===== config.mk =====
export PLATFORM = sky130hd
export DESIGN_NAME = alu_sxt_unit
export DESIGN_NICKNAME = d
export VERILOG_FILES = /design/src/include/alu_sxt_pkg.sv /design/src/rtl/alu_sxt_unit.sv
export SDC_FILE = /design/constraint.sdc
export NUM_CORES = 1
export LEC_CHECK = 0
export BUFFER_PORTS_ARGS = -buffer_cell sky130_fd_sc_hd__buf_4
export CELL_PAD_IN_SITES_DETAIL_PLACEMENT = 1
export CELL_PAD_IN_SITES_GLOBAL_PLACEMENT = 2
export CORE_ASPECT_RATIO = 1.1
export CORE_MARGIN = 2
export CORE_UTILIZATION = 26
export CTS_CLUSTER_SIZE = 14
export DETAILED_ROUTE_END_ITERATION = 7
export PLACE_DENSITY_LB_ADDON = 0.1
export SETUP_SLACK_MARGIN = 0.5
export SKIP_CTS_REPAIR_TIMING = 1
export SYNTH_ARGS = -nofsm -noshare
export SYNTH_HDL_FRONTEND = slang
export SYNTH_SLANG_ARGS = --single-unit

===== constraint.sdc =====
create_clock -name i_sys_clk -period 1.7 [get_ports i_sys_clk]
set_input_delay 0.085 -clock i_sys_clk [delete_from_list [all_inputs] [get_ports i_sys_clk]]
set_output_delay 0.085 -clock i_sys_clk [all_outputs]
set_load 0.02 [all_outputs]

===== src/include/alu_sxt_pkg.sv =====
// package for the sign-extend / test / exclusive-or / byte-swap datapath
// assumes a 16-bit core with a status word holding n, z, c, v and mode bits
package alu_sxt_pkg;

	localparam int unsigned DATA_W = 16;
	localparam int unsigned BYTE_W = 8;

	// field positions
	localparam int unsigned WORD_MSB = 15;
	localparam int unsigned BYTE_MSB = 7;
	localparam int unsigned HIGH_LSB = 8;

	// constants of the compare-with-zero sum
	localparam logic [15:0] WORD_ONES = 16'hffff;
	localparam logic [7:0]  BYTE_ONES = 8'hff;
	localparam logic [15:0] WORD_ZERO = 16'h0000;
	localparam logic [7:0]  BYTE_ZERO = 8'h00;
	localparam logic [7:0]  BYTE_FILL = 8'hff;

	// operation select
	typedef enum logic [1:0] {
		OP_BYTE_SWAP,
		OP_SIGN_EXTEND,
		OP_ZERO_COMPARE,
		OP_XOR
	} alu_op_type;

	// arithmetic flags and mode bits of the status word
	typedef struct packed {
		logic oscillator_off_bit;
		logic processor_off_bit;
		logic global_interrupt_enable_bit;
		logic v;
		logic n;
		logic z;
		logic c;
	} status_type;

	// one request to the unit
	typedef struct packed {
		alu_op_type  op;
		logic        byte_mode;
		logic [15:0] src;
		logic [15:0] dst;
		status_type  status;
	} alu_req_type;

	localparam status_type STATUS_RESET = '0;
	localparam logic [15:0] DATA_RESET = 16'h0000;

endpackage


===== src/rtl/alu_sxt_unit.sv =====
// execution slice: byte swap, sign extend, zero compare, exclusive or
// assumes the core presents one request per enabled clock with i_valid
`timescale 1ns/100ps
`default_nettype none

module alu_sxt_unit
	import alu_sxt_pkg::*;
(
	input  wire logic                     i_sys_clk,
	input  wire logic                     i_rst_n,
	input  wire logic                     i_ce,
	input  wire logic                     i_valid,
	input  wire alu_sxt_pkg::alu_req_type i_req,
	output logic                          o_valid,
	output logic                          o_dst_write,
	output logic [15:0]                   o_result,
	output alu_sxt_pkg::status_type       o_status
);
	import alu_sxt_pkg::*;

	// operand views
	wire logic [15:0] dst    = i_req.dst;
	wire logic [15:0] src    = i_req.src;
	wire logic [7:0]  dst_lo = dst[BYTE_MSB:0];
	wire logic [7:0]  dst_hi = dst[WORD_MSB:HIGH_LSB];
	wire logic [7:0]  src_lo = src[BYTE_MSB:0];
	wire logic        bmode  = i_req.byte_mode;

	// sign extend and byte swap
	wire logic [15:0] sxt_res = {{BYTE_W{dst[BYTE_MSB]}}, dst_lo};
	wire logic [15:0] swp_res = {dst_lo, dst_hi};

	// compare with zero as a sum, carry out always set
	wire logic [16:0] tst_wsum = {1'b0, dst} + {1'b0, WORD_ONES}
		+ 17'h00001;
	wire logic [8:0]  tst_bsum = {1'b0, dst_lo} + {1'b0, BYTE_ONES}
		+ 9'h001;
	wire logic        tst_neg  = bmode ? dst[BYTE_MSB] : dst[WORD_MSB];
	wire logic        tst_zero = bmode ? (tst_bsum[BYTE_MSB:0] == BYTE_ZERO)
		: (tst_wsum[WORD_MSB:0] == WORD_ZERO);
	wire logic        tst_cy   = bmode ? tst_bsum[BYTE_W]
		: tst_wsum[DATA_W];

	// exclusive or, byte form clears the high byte
	wire logic [15:0] xor_w   = src ^ dst;
	wire logic [15:0] xor_res = bmode ? {BYTE_ZERO, xor_w[BYTE_MSB:0]}
		: xor_w;
	wire logic        xor_neg = bmode ? xor_w[BYTE_MSB] : xor_w[WORD_MSB];
	wire logic        xor_z   = bmode ? (xor_w[BYTE_MSB:0] == BYTE_ZERO)
		: (xor_w == WORD_ZERO);
	wire logic        xor_v   = bmode ? (src_lo[BYTE_MSB] & dst_lo[BYTE_MSB])
		: (src[WORD_MSB] & dst[WORD_MSB]);

	wire logic        sxt_z   = (sxt_res == WORD_ZERO);

	// result and flag selection
	status_type  next_status;
	logic [15:0] next_result;
	logic        next_write;

	always_comb begin
		next_status = i_req.status;
		next_result = dst;
		next_write  = 1'b0;
		case (i_req.op)
			OP_BYTE_SWAP: begin
				next_result = swp_res;
				next_write  = 1'b1;
			end
			OP_SIGN_EXTEND: begin
				next_result   = sxt_res;
				next_write    = 1'b1;
				next_status.n = sxt_res[WORD_MSB];
				next_status.z = sxt_z;
				next_status.c = ~sxt_z;
				next_status.v = 1'b0;
			end
			OP_ZERO_COMPARE: begin
				next_result   = dst;
				next_write    = 1'b0;
				next_status.n = tst_neg;
				next_status.z = tst_zero;
				next_status.c = tst_cy;
				next_status.v = 1'b0;
			end
			OP_XOR: begin
				next_result   = xor_res;
				next_write    = 1'b1;
				next_status.n = xor_neg;
				next_status.z = xor_z;
				next_status.c = ~xor_z;
				next_status.v = xor_v;
			end
			default: begin
				next_result = dst;
			end
		endcase
	end

	// registered outputs
	always_ff @(posedge i_sys_clk) begin
		if (!i_rst_n) begin
			o_valid     <= 1'b0;
			o_dst_write <= 1'b0;
			o_result    <= DATA_RESET;
			o_status    <= STATUS_RESET;
		end else if (i_ce) begin
			o_valid     <= i_valid;
			o_dst_write <= i_valid & next_write;
			if (i_valid) begin
				o_result <= next_result;
				o_status <= next_status;
			end
		end
	end

	// checks, each one clock after the cycle that triggers it, whether or not that clock is enabled

	// sign extend result: low byte kept, bit 7 fills the high byte
	AST_SXT_RES: assert property (
		@(posedge i_sys_clk) disable iff (!i_rst_n)
		(i_ce && i_valid && i_req.op == OP_SIGN_EXTEND) |=>
		(o_dst_write && o_result == {{BYTE_W{$past(i_req.dst[BYTE_MSB])}},
		$past(i_req.dst[BYTE_MSB:0])}))
		else $error("sign extend result wrong");

	// sign extend flags follow the result, overflow cleared
	AST_SXT_FLAGS: assert property (
		@(posedge i_sys_clk) disable iff (!i_rst_n)
		(i_ce && i_valid && i_req.op == OP_SIGN_EXTEND) |=>
		(o_status.c == !o_status.z && !o_status.v
		&& o_status.n == o_result[WORD_MSB]
		&& o_status.z == (o_result == WORD_ZERO)))
		else $error("sign extend flags wrong");

	// test never writes back and hands the destination through
	AST_TST_KEEP: assert property (
		@(posedge i_sys_clk) disable iff (!i_rst_n)
		(i_ce && i_valid && i_req.op == OP_ZERO_COMPARE) |=>
		(!o_dst_write && o_result == $past(i_req.dst)))
		else $error("test modified destination");

	// word test flags: carry set, overflow clear, n and z from dst
	AST_TST_FLAGS: assert property (
		@(posedge i_sys_clk) disable iff (!i_rst_n)
		(i_ce && i_valid && i_req.op == OP_ZERO_COMPARE && !i_req.byte_mode)
		|=> (o_status.c && !o_status.v
		&& o_status.n == $past(i_req.dst[WORD_MSB])
		&& o_status.z == ($past(i_req.dst) == WORD_ZERO)))
		else $error("test flags wrong");

	// byte test looks at the low byte only
	AST_TSTB_FLAGS: assert property (
		@(posedge i_sys_clk) disable iff (!i_rst_n)
		(i_ce && i_valid && i_req.op == OP_ZERO_COMPARE && i_req.byte_mode)
		|=> (o_status.c && !o_status.v
		&& o_status.n == $past(i_req.dst[BYTE_MSB])
		&& o_status.z == ($past(i_req.dst[BYTE_MSB:0]) == BYTE_ZERO)))
		else $error("byte test flags wrong");

	// word xor result, sign and carry
	AST_XOR_RES: assert property (
		@(posedge i_sys_clk) disable iff (!i_rst_n)
		(i_ce && i_valid && i_req.op == OP_XOR && !i_req.byte_mode) |=>
		(o_dst_write && o_result == ($past(i_req.src) ^ $past(i_req.dst))
		&& o_status.n == o_result[WORD_MSB]
		&& o_status.c == (o_result != WORD_ZERO)))
		else $error("xor result or carry wrong");

	// word xor overflow only when both operands are negative
	AST_XOR_V: assert property (
		@(posedge i_sys_clk) disable iff (!i_rst_n)
		(i_ce && i_valid && i_req.op == OP_XOR && !i_req.byte_mode) |=>
		o_status.v == ($past(i_req.src[WORD_MSB])
		&& $past(i_req.dst[WORD_MSB])))
		else $error("xor overflow wrong");

	// byte xor: low byte result, high byte cleared, byte-wide flags
	AST_XORB: assert property (
		@(posedge i_sys_clk) disable iff (!i_rst_n)
		(i_ce && i_valid && i_req.op == OP_XOR && i_req.byte_mode) |=>
		(o_dst_write && o_result == {BYTE_ZERO,
		$past(i_req.src[BYTE_MSB:0]) ^ $past(i_req.dst[BYTE_MSB:0])}
		&& o_status.n == o_result[BYTE_MSB]
		&& o_status.c == (o_result[BYTE_MSB:0] != BYTE_ZERO)
		&& o_status.v == ($past(i_req.src[BYTE_MSB])
		&& $past(i_req.dst[BYTE_MSB]))))
		else $error("byte xor wrong");

	// mode bits pass through untouched
	AST_MODE: assert property (
		@(posedge i_sys_clk) disable iff (!i_rst_n)
		(i_ce && i_valid) |=>
		(o_status.oscillator_off_bit
		== $past(i_req.status.oscillator_off_bit)
		&& o_status.processor_off_bit
		== $past(i_req.status.processor_off_bit)
		&& o_status.global_interrupt_enable_bit
		== $past(i_req.status.global_interrupt_enable_bit)))
		else $error("mode bits changed");

	// byte swap exchanges bytes and leaves every status bit alone
	AST_SWP: assert property (
		@(posedge i_sys_clk) disable iff (!i_rst_n)
		(i_ce && i_valid && i_req.op == OP_BYTE_SWAP) |=>
		(o_dst_write
		&& o_result == {$past(i_req.dst[BYTE_MSB:0]),
		$past(i_req.dst[WORD_MSB:HIGH_LSB])}
		&& o_status == $past(i_req.status)))
		else $error("byte swap wrong");

	// strobes follow the accepted request for one enabled cycle
	AST_STROBES: assert property (
		@(posedge i_sys_clk) disable iff (!i_rst_n)
		i_ce |=> (o_valid == $past(i_valid)
		&& o_dst_write == ($past(i_valid)
		&& $past(i_req.op) != OP_ZERO_COMPARE)))
		else $error("valid or write strobe wrong");

	// a low clock enable freezes every output
	AST_CE_HOLD: assert property (
		@(posedge i_sys_clk) disable iff (!i_rst_n)
		!i_ce |=> ($stable(o_valid) && $stable(o_dst_write)
		&& $stable(o_result) && $stable(o_status)))
		else $error("outputs moved with clock enable low");

	// with no request the result and status words stand
	AST_IDLE_HOLD: assert property (
		@(posedge i_sys_clk) disable iff (!i_rst_n)
		(i_ce && !i_valid) |=> ($stable(o_result) && $stable(o_status)))
		else $error("result moved without a request");

endmodule

`default_nettype wire


==> reports/metrics.yaml <==
dr.pass1.iters: 4
insertion_delay_ps: 270
hpwl_um: 4750
start_util_pct: 26.7
critPathCapture: "o_status[0]"
cp-startpoint: "i_req[11]"
vias_per_cell: 5.07
ys_ff_latch: 25
antenna_found_initial: 0
vias: 1854
cp.arrival_ps: 1380
cts_max_level: 1
fin_setup_tns_ps: 0
track_usage_pct: 16.3
netlist_instances: 220
highest_layer: "met4"
synthDistinctLibCells: 38
synth_area_per_cell_um2: 7.96
wl_um: 6120
cp_max_fo: 5
timing.rr.start: "o_result[11]"
r2r_cells: 3
r2r_end: "o_result[11]"
reg2reg_setup_slack_ps: 990
p_leak_nw: 1.03
endpoint_kind: "flop"
holdWs_ps: 63.7
syn2layout_area_growth_pct: 43.5
rows: 31
grt_overflow: 0
fmax_ghz: 0.828
fp.dieW_um: 82.2
dieArea_um2: 7410
setup_viol: 0
maxCapViolCount: 0
critPathLaunchType: "primary input"
dr.first_iter.drc_count: 37
min_period_over_period_pct: 71.1
cts.path.max_buffers: 2
maxSlewViolCount: 0
wl_met3_um: 316
p_per_area_nw_per_um2: 602
cts_tree: "built"
cp.required_ps: 1870
core_um2: 6560
wl_met2_um: 3090
layout-drive-gt1-share_pct: 31.0
io-pin-count: 71
grt_first_pass_wirelength_um: 9250
hold_class: "in -> reg"
postSynthNetCount: 268
grt_max_degree: 28
wl_met1_um: 2610
nets: 333
total_power_mw: 1.51
ys_warn_count: 0
insertedDiodeCount: 0
cts_root_buf: "clkbuf_8"
antenna_left: 0
syn_area_um2: 1750
rsz0062_at_grt: "yes"
dpl_worst_slack_ps: 213
relSlewSlack_pct: 68.6
layout_common_cells: "67 x buf_4, 30 x nand2_1, 25 x dfxtp_1"
status: "complete, no violations"
cts_buffers: 3
hold_violations: 0
finalWeightedCongestion: 0.757
tightest_slew_ps: 470
avgRoutedWirePerCell_um: 16.7
crit_type: "in -> reg"
io_buffers: 70
layout_setup_ws_ps: 492
clock_sinks: 25
ir_drop_uv: 350
min_period_ps: 1210
clock_skew_ps: 0
grt_pass1_vias: 1770
final_common_cell: "buf_4"
hold_depth: 3
drc: 0
clk_pin_slew_worst_paths_ps: 90
yosysSeqAreaShare_pct: 28.6
die_y_um: 90.1
-- report_power, final --
part           total, mW  switching, mW  internal [mW]
sequential         0.638         0.0195          0.619
clock              0.362          0.195          0.168
combinational      0.512          0.263          0.249
total               1.51          0.477           1.04
-- routing by layer --
layer / up-vias / GRT usage [%]
li1: 921 / -
met1: 874 / 21.0
met2: 49 / 27.7
met3: 10 / 3.21
met4: 0 / 3.19
met5: - / 0
-- critical path, cell delays in order --
cell and delay (ps):
buf_8 110, xor2_2 170, or4_4 500, nor3_4 220
a21oi_2 80, o221a_1 210
-- flip-flops by register name, indices dropped and copies added (netlist names) --
register and flops:
o_status 7, o_dst_write 1, o_valid 1, o_result 16
-- logic make-up after synthesis --
| logic type | Yosys count | synth area share [%] |
|---|---|---|
| and+or+nand+nor | 89 | 27.6 |
| DFF | 25 | 28.6 |
| muxes | 4 | 3.07 |
| xor gates and xnor gates | 21 | 10.5 |
| adders and majority gates | 2 | 1.43 |
| buffers and inverters | 15 | 3.72 |
| AOI/OAI and AO/OA | 64 | 25.1 |
-- worst min-delay path by stage --
stage / startpoint / slack, ps / end
after CTS: i_req[6] / 60 / o_status[6]
final: i_req[6] / 60 / o_status[6]
after detailed placement: i_req[6] / 360 / o_status[6]
after global routing: i_req[6] / 70 / o_status[6]
after floorplan: i_rst_n / 220 / o_status[1]
after global placement: i_req[6] / 350 / o_status[6]
-- metrics by stage --
step,util (%),cell area (µm²),std cells
6_report,38.3,2510,366
5_1_grt,38.3,2510,366
4_1_cts,36.6,2400,364
3_5_place_dp,36.0,2360,360
3_3_place_gp,36.0,2360,360
2_1_floorplan,-,1750,220
-- cell type report --
cell class	count	area, µm²
well taps	82	103
clock buffers	4	45.0
repair buffers	74	632
inverters	1	3.75
fillers	803	4040
flip-flops and latches	25	500
multi-input cells	180	1230
-- cell usage after synthesis, drive strengths merged --
cell	instances	area (µm²)
xor2	15	131
a221oi	1	8.76
a311oi	1	8.76
nand2	31	119
nand4	1	6.26
and2	8	50.1
a21oi	19	95.1
nor2	5	18.8
nor2b	16	100
clkbuf	9	33.8
ha	2	25.0
or4	1	7.51
a41o	1	10.0
nand2b	11	68.8
inv	1	3.75
nor4	5	31.3
o221ai	1	8.76
o311ai	1	8.76
mux4	1	22.5
buf	5	27.5
a211oi	14	105
nand3b	8	60.1
mux2	1	11.3
o221a	1	11.3
o32ai	7	61.3
mux2i	2	20.0
xnor2	6	52.6
a21boi	5	37.5
nor3	1	10.0
nand3	1	5.00
o211a	2	20.0
o211ai	2	15.0
o2111ai	1	8.76
or2	1	6.26
dfxtp	25	500
o21ai	8	40.0
Power figures use the tool's default switching activity.
